<file path="src/pkg/usf_consts.svh">
// Purpose: Constants of the serial status-flag block
// Assumes: 32-bit Avalon-MM word registers
// Notes: Offsets are byte addresses
`ifndef USF_CONSTS_SVH
`define USF_CONSTS_SVH
// ----------------------------------------
// Register map
// ----------------------------------------
`define USF_ADDR_W 4
`define USF_OFF_STATUS 4'h0
`define USF_OFF_DATA 4'h4
`define USF_OFF_CTRL1 4'h8
`define USF_OFF_CTRL2 4'hC
// ----------------------------------------
// Status bit positions and reset
// ----------------------------------------
`define USF_B_TXE 7
`define USF_B_TXD 6
`define USF_B_RXR 5
`define USF_B_IDLE 4
`define USF_B_OVR 3
`define USF_B_NOISE 2
`define USF_B_FRM 1
`define USF_B_PAR 0
`define USF_STATUS_RST 8'hC0
// ----------------------------------------
// Control bit positions
// ----------------------------------------
`define USF_C1_PCE 2
`define USF_C1_PS 1
`define USF_C1_PIE 0
`define USF_C2_TIE 7
`define USF_C2_TX_DONE_IRQ_EN 6
`define USF_C2_RIE 5
`define USF_C2_IDLE_IRQ_EN 4
// Majority samples within the 16 per bit
`define USF_SMP_A 4'h7
`define USF_SMP_B 4'h8
`define USF_SMP_C 4'h9
`endif

</file>
<file path="src/pkg/usf_pkg.sv">
// Purpose: Types of the serial status-flag block
// Assumes: Included constants header
// Notes: None
package usf_pkg;
  typedef struct packed {
    logic        read;
    logic        write;
    logic [3:0]  address;
    logic [31:0] writedata;
  } usf_bus_req_s;

  typedef struct packed {
    logic        tx_load;
    logic        tx_frame_done;
    logic        tx_frame_is_data;
    logic        rx_word_valid;
    logic [7:0]  rx_word;
    logic        rx_parity_bit;
    logic        rx_frame_fault;
    logic        rx_idle_line;
  } usf_evt_s;

  typedef enum logic [0:0] {USF_SEQ_IDLE, USF_SEQ_ARMED} usf_seq_e;

  typedef struct packed {
    logic [1:0]  rst_sync;
    logic [7:0]  status;
    logic [7:0]  ctrl1;
    logic [7:0]  ctrl2;
    logic [7:0]  data_rx;
    logic [7:0]  hold_rx;
    logic        hold_full;
    logic        hold_noise;
    logic        hold_frm;
    logic        hold_par;
    logic [7:0]  tx_hold;
    logic        idle_armed;
    usf_seq_e    seq;
    logic        rvalid;
    logic [31:0] rdata;
    logic [3:0]  smp_cnt;
    logic [2:0]  smp;
    logic        bit_noise;
    logic        noise_acc;
  } usf_state_s;
endpackage

</file>
<file path="src/rtl/usf_status_flags.sv">
// Purpose: Status flags, interrupt request and clear sequences of a serial port
// Assumes: Shifters and baud logic outside; events are one-cycle pulses
// Notes: Registers on Avalon-MM, one word each, waitrequest used for reads
//
// How it works
// - Set tx empty when holding buffer loads shifter
// - Tx empty with enable requests interrupt
// - Tx flags clear on status access, data write
// - Set tx done after data frame shifts out
// - Idle or break frame leaves tx done
// - Tx done with enable requests interrupt
// - Set rx ready when word reaches data register
// - Rx ready or overrun with enable interrupts
// - Rx flags clear on status access, data read
// - Set idle flag on idle line
// - Idle with enable requests interrupt
// - Idle re-arms only after rx ready sets
// - Overrun when new word meets rx ready
// - Overrun keeps holding buffer, shifter overwritten
// - Set noise flag on noisy frame
// - Framing flag on desync, noise or break
// - Noise and framing have no own interrupt
// - Framing plus overrun sets only overrun
// - Parity fault on failed check when enabled
// - Parity clears on status read, data access
// - Parity fault with enable requests interrupt
// - Status resets to C0, all read-only
// - Even or odd count by parity select
// - Majority of samples 8-10, disagreement is noise
//
// Added by the designer: the Avalon-MM interface to the registers and the register addresses.
`timescale 1ns/1ps
`include "usf_consts.svh"

module usf_status_flags
  import usf_pkg::*;
#(
  parameter int DATA_W = 8
) (
  input wire logic clk,
  input wire logic reset_n,
  input wire logic avs_read,
  input wire logic avs_write,
  input wire logic [3:0] avs_address,
  input wire logic [31:0] avs_writedata,
  output logic [31:0] avs_readdata,
  output logic avs_waitrequest,
  input wire logic rx_sample_tick,
  input wire logic rx_sample_in,
  input wire logic rx_bit_start,
  input wire logic tx_load,
  input wire logic tx_frame_done,
  input wire logic tx_frame_is_data,
  input wire logic rx_word_valid,
  input wire logic [7:0] rx_word,
  input wire logic rx_parity_bit,
  input wire logic rx_frame_fault,
  input wire logic rx_idle_line,
  output logic [7:0] tx_word,
  output logic parity_enable,
  output logic parity_select,
  output logic uart_irq
);

  // Elaboration-time refusal of widths the flag logic cannot serve
  if (DATA_W != 8) begin : g_bad_width
    $error("usf_status_flags supports DATA_W of 8 only");
  end

  usf_state_s s_r;
  usf_state_s s_nxt;
  usf_bus_req_s req;
  usf_evt_s evt;

  assign req = '{read: avs_read, write: avs_write, address: avs_address, writedata: avs_writedata};
  assign evt = '{tx_load: tx_load, tx_frame_done: tx_frame_done, tx_frame_is_data: tx_frame_is_data,
                 rx_word_valid: rx_word_valid, rx_word: rx_word, rx_parity_bit: rx_parity_bit,
                 rx_frame_fault: rx_frame_fault, rx_idle_line: rx_idle_line};

  // ----------------------------------------
  // Helpers
  // ----------------------------------------
  function automatic logic hit(input usf_bus_req_s r, input logic [3:0] off);
    hit = r.address == off;
  endfunction

  function automatic logic maj3(input logic [2:0] v);
    maj3 = (v[0] & v[1]) | (v[1] & v[2]) | (v[0] & v[2]);
  endfunction

  // Reset release through two flops; async assert only loads constants
  logic rst_n_sync;
  logic [1:0] rst_pipe_r;
  always_ff @(posedge clk or negedge reset_n) begin
    if (!reset_n) begin
      rst_pipe_r <= 2'h0;
    end else begin
      rst_pipe_r <= {rst_pipe_r[0], 1'b1};
    end
  end
  assign rst_n_sync = rst_pipe_r[1];

  // ----------------------------------------
  // Next state
  // ----------------------------------------
  logic st_acc;
  logic dat_rd;
  logic dat_wr;
  logic seq_hit;
  logic par_ok;
  logic overrun;
  logic word_noise;

  always_comb begin
    s_nxt = s_r;
    s_nxt.rst_sync = 2'h0;
    st_acc = (req.read | req.write) & hit(req, `USF_OFF_STATUS);
    dat_rd = req.read & hit(req, `USF_OFF_DATA) & s_r.rvalid;
    dat_wr = req.write & hit(req, `USF_OFF_DATA);
    seq_hit = s_r.seq == USF_SEQ_ARMED;
    // Even total needed when select low, odd when high
    par_ok = (^{evt.rx_word, evt.rx_parity_bit}) == s_r.ctrl1[`USF_C1_PS];
    // Any new word while the data register is unread overruns
    overrun = evt.rx_word_valid & s_r.status[`USF_B_RXR];
    word_noise = s_r.noise_acc | s_r.bit_noise;

    // Bit sampling: majority of samples 8..10, disagreement marks noise
    if (rx_bit_start) begin
      s_nxt.smp_cnt = 4'h0;
      s_nxt.bit_noise = 1'b0;
    end else if (rx_sample_tick) begin
      s_nxt.smp_cnt = s_r.smp_cnt + 4'h1;
      if (s_r.smp_cnt == `USF_SMP_A || s_r.smp_cnt == `USF_SMP_B || s_r.smp_cnt == `USF_SMP_C) begin
        s_nxt.smp = {s_r.smp[1:0], rx_sample_in};
      end
      if (s_r.smp_cnt == `USF_SMP_C) begin
        s_nxt.bit_noise = ({s_r.smp[1:0], rx_sample_in} != {3{maj3({s_r.smp[1:0], rx_sample_in})}});
        s_nxt.noise_acc = s_r.noise_acc | s_nxt.bit_noise;
      end
    end

    // Bus: writes complete at once, reads take one wait cycle
    s_nxt.rvalid = 1'b0;
    if (req.read && !s_r.rvalid) begin
      s_nxt.rvalid = 1'b1;
      case (req.address)
        `USF_OFF_STATUS: s_nxt.rdata = {24'h0, s_r.status};
        `USF_OFF_DATA: s_nxt.rdata = {24'h0, s_r.data_rx};
        `USF_OFF_CTRL1: s_nxt.rdata = {24'h0, s_r.ctrl1};
        `USF_OFF_CTRL2: s_nxt.rdata = {24'h0, s_r.ctrl2};
        default: s_nxt.rdata = 32'h0;
      endcase
    end
    if (req.write) begin
      case (req.address)
        `USF_OFF_CTRL1: s_nxt.ctrl1 = req.writedata[7:0];
        `USF_OFF_CTRL2: s_nxt.ctrl2 = req.writedata[7:0];
        `USF_OFF_DATA: s_nxt.tx_hold = req.writedata[7:0];
        default: ; // Status is read-only; writes ignored
      endcase
    end

    // Sequence tracker: status access arms, data access consumes
    if (st_acc && (!req.read || !s_r.rvalid)) begin
      s_nxt.seq = USF_SEQ_ARMED;
    end else if (dat_wr || dat_rd) begin
      s_nxt.seq = USF_SEQ_IDLE;
    end

    // Clears first, so a same-cycle set below wins
    if (seq_hit && dat_wr) begin
      s_nxt.status[`USF_B_TXE] = 1'b0;
      s_nxt.status[`USF_B_TXD] = 1'b0;
    end
    if (seq_hit && dat_rd) begin
      s_nxt.status[`USF_B_RXR] = 1'b0;
      s_nxt.status[`USF_B_IDLE] = 1'b0;
      s_nxt.status[`USF_B_OVR] = 1'b0;
      s_nxt.status[`USF_B_NOISE] = 1'b0;
      s_nxt.status[`USF_B_FRM] = 1'b0;
    end
    if (seq_hit && (dat_rd || dat_wr)) begin
      s_nxt.status[`USF_B_PAR] = 1'b0;
    end

    // Transmit events
    if (evt.tx_load) begin
      s_nxt.status[`USF_B_TXE] = 1'b1;
    end
    if (evt.tx_frame_done && evt.tx_frame_is_data) begin
      s_nxt.status[`USF_B_TXD] = 1'b1;
    end

    // Receive word into the holding buffer
    if (evt.rx_word_valid) begin
      s_nxt.noise_acc = 1'b0;
      if (overrun) begin
        s_nxt.status[`USF_B_OVR] = 1'b1;
      end else begin
        // Holding buffer kept on overrun; the new word is dropped
        s_nxt.hold_rx = evt.rx_word;
        s_nxt.hold_full = 1'b1;
        s_nxt.hold_noise = word_noise;
        s_nxt.hold_frm = evt.rx_frame_fault;
        s_nxt.hold_par = s_r.ctrl1[`USF_C1_PCE] & ~par_ok;
      end
    end

    // Move holding buffer to data register when software has taken the last
    if (s_r.hold_full && !s_r.status[`USF_B_RXR]) begin
      s_nxt.data_rx = s_r.hold_rx;
      s_nxt.hold_full = 1'b0;
      s_nxt.status[`USF_B_RXR] = 1'b1;
      s_nxt.idle_armed = 1'b1;
      if (s_r.hold_noise) begin
        s_nxt.status[`USF_B_NOISE] = 1'b1;
      end
      if (s_r.hold_frm) begin
        s_nxt.status[`USF_B_FRM] = 1'b1;
      end
      if (s_r.hold_par) begin
        s_nxt.status[`USF_B_PAR] = 1'b1;
      end
    end

    // One idle event per received word; re-armed when rx ready sets
    if (evt.rx_idle_line && s_r.idle_armed) begin
      s_nxt.status[`USF_B_IDLE] = 1'b1;
      s_nxt.idle_armed = 1'b0;
    end
  end

  // ----------------------------------------
  // State register
  // ----------------------------------------
  always_ff @(posedge clk or negedge rst_n_sync) begin
    if (!rst_n_sync) begin
      s_r <= '0;
      s_r.status <= `USF_STATUS_RST;
      s_r.seq <= USF_SEQ_IDLE;
    end else begin
      s_r <= s_nxt;
    end
  end

  // ----------------------------------------
  // Outputs
  // ----------------------------------------
  assign avs_readdata = s_r.rdata;
  assign avs_waitrequest = avs_read & ~s_r.rvalid;
  assign tx_word = s_r.tx_hold;
  assign parity_enable = s_r.ctrl1[`USF_C1_PCE];
  assign parity_select = s_r.ctrl1[`USF_C1_PS];
  // Noise and framing deliberately absent; they ride on rx ready
  assign uart_irq = (s_r.status[`USF_B_TXE] & s_r.ctrl2[`USF_C2_TIE])
                  | (s_r.status[`USF_B_TXD] & s_r.ctrl2[`USF_C2_TX_DONE_IRQ_EN])
                  | ((s_r.status[`USF_B_RXR] | s_r.status[`USF_B_OVR]) & s_r.ctrl2[`USF_C2_RIE])
                  | (s_r.status[`USF_B_IDLE] & s_r.ctrl2[`USF_C2_IDLE_IRQ_EN])
                  | (s_r.status[`USF_B_PAR] & s_r.ctrl1[`USF_C1_PIE]);

endmodule

</file>
<file path="config.mk">
export PLATFORM = sky130hd
export DESIGN_NAME = usf_status_flags
export DESIGN_NICKNAME = d
export VERILOG_FILES = /design/src/pkg/usf_pkg.sv /design/src/rtl/usf_status_flags.sv
export VERILOG_INCLUDE_DIRS = /design/src /design/src/pkg
export SDC_FILE = /design/constraint.sdc
export NUM_CORES = 1
export LEC_CHECK = 0
export BUFFER_PORTS_ARGS = -buffer_cell sky130_fd_sc_hd__buf_2
export CAP_MARGIN = 20
export CORE_MARGIN = 4
export CORE_UTILIZATION = 30
export CTS_CLUSTER_SIZE = 25
export DETAILED_ROUTE_END_ITERATION = 10
export SLEW_MARGIN = 20
export SYNTH_ARGS = -nofsm -noshare
export SYNTH_HDL_FRONTEND = slang
export SYNTH_SLANG_ARGS = --single-unit
export TNS_END_PERCENT = 10
</file>
<file path="constraint.sdc">
create_clock -name clk -period 2.4 [get_ports clk]
set_input_delay 0 -clock clk [delete_from_list [all_inputs] [get_ports clk]]
set_output_delay 0 -clock clk [all_outputs]
set_load 0.05 [all_outputs]
</file>
# After elaboration in Yosys (flattened, before gate mapping)
# Index checks and enable logic that the tools add are counted.
# totals
regBits	98
inputBits	58
output_inout_bits	44
elab_cells	128
# op_classes
addsub	1
eq_ne	10
muxes	29
bitwise	29
n_reduce_logical	36
# ops
operator	n
33-bit 2-to-1 mux	1
8-bit case mux with 4 select lines	1
2-bit nonzero test	11
1-bit 2-to-1 mux	18
4-bit equality test, second input constant	4
1-bit bitwise AND	15
4-bit 2-to-1 mux	3
2-bit AND reduction	6
1-bit OR	10
9-bit 2-to-1 mux	1
9-bit parity	1
4-bit by 3-bit equality test with 1-bit output, second input constant	2
1-bit logical AND	8
3-bit 2-to-1 mux	2
3-bit AND reduction	2
5-bit 2-to-1 mux	1
4-bit by 1-bit adder with 4-bit output, second input constant	1
4-bit logical NOT	1
1-bit logical OR	4
2-bit 2-to-1 mux	2
2-bit by 1-bit inequality test with 1-bit output, second input constant	2
1-bit NOT	4
1-bit logical NOT	3
3-bit inequality test	1
1-bit equality test	1

# Logic depth before layout (Yosys ltp)
# logic_depth
depth_word	9
ltp_mapped	6

# Worst setup path after synthesis
# Ideal clock, no wire load.
# synth_path
kind	register to register
startpoint	register s_r, in the netlist parity_enable
endpoint	register s_r, in the netlist avs_readdata[2]
setup_time_ns	0.121
arrival_time_ns	1.296
t_required_ns	2.279
slack_ns	0.983
path_stages_with_launch	3
path_buffers	0
period_less_slack_ns	1.417
cell_sequence	dfrtp_1 -> mux4_1 -> a22o_1
# synth_between
elab_chain_len	1
# synth_rtl
item	line_no	rtl
from (decl)	usf_status_flags.sv:70	usf_state_s s_r;
from (signal assigned)	usf_status_flags.sv:242	s_r <= s_nxt;
8-bit case mux with 4 select lines	usf_status_flags.sv:146	case (req.address)
# Every way passes these cells.
# A chain may end at the register's enable or synchronous reset.

# Final worst setup path
# layout_path
startpoint	input port avs_address[0]
endpoint	register s_r[94] in the netlist's numbering
# layout_between
elab_chain_len	4
# layout_rtl
item	line_no	rtl
from (decl)	usf_status_flags.sv:44	input wire logic [3:0] avs_address,
4-bit by 3-bit equality test with 1-bit output	usf_status_flags.sv:84	hit = r.address == off;
1-bit bitwise AND	usf_status_flags.sv:119	dat_wr = req.write & hit(req, `USF_OFF_DATA);
1-bit logical AND	usf_status_flags.sv:171	if (seq_hit && dat_wr) begin
2-bit nonzero test (no source line)	n/a	
# Every way passes these cells.

==> impl_metrics.csv <==
group,metric,value,unit
status,outcome,"completed",
global_routing,antenna_found_initial,0,
flow_run,cap_violations,0,
synth,synth-edff-count,0,
placed_design,port_buffers,53,
timing,fin_skew,0.00642,ns
power_and_ir_drop,p_switching,1.31,mW
placed_design,gp_congestion,0.712,
timing,layout_setup_ws,0.799,ns
worst_setup_path,cp_slowest_stage_delay,0.55,ns
floorplanning,die_y,116,µm
clocking,cts_buffer_depth,2,
floorplanning,start_util,30.7,%
synth,yosysWarnings,0,
layout,diodes,0,
clocking,clk_pin_slew_worst_paths,0.06,ns
clocking,cts_tree,"done",
worst_setup_path,cpMostUsedCell,"dlygate4sd3_1",
clocking,cts_sinks,73,
power_and_ir_drop,combPwrFrac,23.6,%
timing,fin_crit,1.60,ns
floorplanning,fp-row-count,39,
timing,max_freq,625,MHz
power_and_ir_drop,clkPwrFrac,36.2,%
drt,drc,0,
worst_setup_path,reg2reg_to,"s_r[2]",
power_and_ir_drop,leakage,2.03,nW
drt,detailroute.via_count,2176,
synth,synth_top_area_share,50.5,%
global_routing,grt_overflow,0,
global_routing,grt_pass1_wl,11600,µm
floorplanning,core,11500,µm²
placed_design,dp_slack,0.891,ns
worst_setup_path,cp_cell_sequence,"dlygate4sd3_1 > buf_2 > nor2_2 > nand4_1 > a22o_1 > dlygate4sd3_1",
layout,drive_gt1_share,38.9,%
synth,synth_seq_cells,73,
floorplanning,ios,102,
drt,routedWlPerCell,14.6,µm
clocking,cts_root_buf,"clkbuf_16",
synth,yosys-top-cells-area,"dfrtp_1 50%, mux2_2 14%, buf_4 8.5%",
synth,synth_area_per_cell,13.3,µm²
layout,num-fill-cells,1086,
global_routing,grt_pass1_vias,2228,
worst_setup_path,rrSetupSlack,0.89,ns
timing,setup_viol,0,
worst_setup_path,endpoint_kind,"flop",
floorplanning,fp.dieArea,13500,µm²
timing,maxSlewViolCount,0,
synth,seq_area_frac_synth,52.0,%
synth,synth.distinct_cells,41,
placed_design,dp_cells,441,
drt,via_per_inst,4.49,
synth,synth_area,3520,µm²
synth,synth_top_cell_by_area,"dfrtp_1",
layout,fin_cells,485,
worst_setup_path,reg2reg_from,"s_r[5]",
worst_hold_path,hold_class,"input pin to flop",
layout,layout.nets,399,
worst_setup_path,crit_type,"input pin to flop",
power_and_ir_drop,sw_frac_of_total,29.4,%
clocking,numCtsBuffers,9,
layout,final_area,4390,µm²
timing,fin_tns_setup,0,ns
drt,ant_nets,0,
timing,rsz0062_at_grt,"no",
worst_setup_path,crit_path_top_delay_cell,"dlygate4sd3_1",
global_routing,grtUsageTotal,11.5,%
timing,slew_headroom,54.1,%
synth,async_flop_share,100,%
worst_setup_path,cp-startpoint,"avs_address[0]",
layout,register_area,1830,µm²
worst_setup_path,ff2ff_path_depth,6,
worst_hold_path,worstHoldStart,"rx_sample_tick",
clocking,insertion_delay,0.34,ns
clocking,cts_resized,0,
placed_design,dpl_cell_area,3740,µm²
worst_setup_path,start_kind,"input pin",
worst_setup_path,crit_arrival,1.86,ns
timing,worst_slew_pin_slew,0.689,ns
global_routing,grt_max_degree,44,
power_and_ir_drop,power.internal,3.13,mW
worst_setup_path,cp-endpoint,"s_r[94]",
timing,finalCritPeriodShare,66.7,%
placed_design,hpwl,5200,µm
floorplanning,die_w,116,µm
synth,synth_cells,265,
power_and_ir_drop,p_per_area,1010,nW/µm²
worst_setup_path,worst-path-max-fanout,4,
layout,syn_to_final_growth,24.7,%
clocking,post_cts_buffers,0,
synth,ys.flop_type,"dfrtp_1",
worst_setup_path,crit_required,2.66,ns
power_and_ir_drop,vdd_drop_max,368,µV
power_and_ir_drop,seq_power_share,40.3,%
drt,drtPass1Iterations,4,
layout,multi_input_area,1410,µm²
drt,initialDrtViolationCount,77,
timing,hold_violations,0,
clocking,h-tree-depth,3,
drt,wl,7090,µm
power by group through the flow:
stage / Sequential, mW / Combinational [mW] / Clock [mW]
after floorplan: 1.75 / 0.893 / 0
after global placement: 1.81 / 0.997 / 0
after detailed placement: 1.82 / 1.02 / 0
after CTS: 1.80 / 1.06 / 1.64
after global routing: 1.84 / 1.13 / 1.69
final: 1.79 / 1.05 / 1.61
layout make-up:
type | count | area share [%]
Sequential cell | 73 | 41.7
Clock inverter | 4 | 2.22
Multi-Input combinational cell | 163 | 32.2
Inverter | 6 | 0.513
Clock buffer | 12 | 6.07
Timing Repair Buffer | 84 | 13.2
Tap cell | 143 | 4.08
cell families (layout without fill, tap and decap cells):
family / after synthesis / in the layout / share of synthesized area, %
AOI/OAI and AO/OA: 29 / 29 / 6.26
buffers and inverters: 52 / 106 / 10.3
other: 2 / 25 / 0.213
muxes: 54 / 54 / 19.9
adders and majority gates: 4 / 4 / 1.42
and+or+nand+nor: 40 / 40 / 6.72
xor gates and xnor gates: 11 / 11 / 3.13
DFF: 73 / 73 / 52.0
flip-flops by register name, summed over array words and instances, names as in the netlist:
| signal | cells |
|---|---|
| s_r | 52 |
| avs_readdata | 8 |
| parity_enable | 1 |
| tx_word | 8 |
| rst_pipe_r | 2 |
| parity_select | 1 |
| seq_hit | 1 |
stage by stage:
step	total power, mW	util [%]	hold WS, ns
detailed placement	2.84	32.7	-0.211
global route	4.66	38.3	0.0846
CTS	4.49	38.3	0.0288
floorplan	2.64	-	-0.296
finish	4.44	38.3	0.0351
global placement	2.81	32.7	-0.215
synthesized netlist by cell type (all sizes together), types with 3 or more instances:
master  instances
xnor2           7
buf            45
nor2           10
o21ai           6
nand2          10
mux4            8
mux2i           3
nand3           4
dfrtp          71
inv             6
ha              4
mux2           43
a22o           13
xor2            3
nand4           3
layout by cell type, fill, tap and decap left out, drive strengths merged, types with 6 or more instances in the layout:
| cell | n |
|---|---|
| a22o | 13 |
| buf | 56 |
| clkbuf | 12 |
| conb | 25 |
| dfrtp | 71 |
| dlygate4sd3 | 28 |
| inv | 6 |
| mux2 | 43 |
| mux4 | 8 |
| nand2 | 10 |
| nor2 | 10 |
| o21ai | 6 |
| xnor2 | 7 |
per-layer routing:
metal  vias to the layer above  global-route usage (%)  part of all wire, %
li1                       1023                       -                    -
met1                      1072                    14.6                   45
met2                        69                    17.7                   47
met3                        12                    2.49                  5.7
met4                         0                    7.73                  2.9
met5                         -                       0                    0
timing repair:
item / in CTS / in global routing
endpoints found under the hold margin: 49 / 0
setup endpoints to repair: 0 / 0
hold buffers: 28 / 0
worst max-delay path: cells and delay by family:
family,cells,cell delay [ns]
compound gates,1,0.22
simple gates,2,0.38
buf+inv,3,1.26
worst min path at each step:
stage / endpoint / slack [ns] / depth (start not counted)
after floorplan: rst_pipe_r[0] / -0.30 / 0
after global routing: s_r[5] / 0.08 / 3
after detailed placement: rst_pipe_r[0] / -0.21 / 1
final: s_r[6] / 0.04 / 3
after CTS: s_r[6] / 0.03 / 3
after global placement: rst_pipe_r[0] / -0.21 / 1
Power figures use the tool's default switching activity.
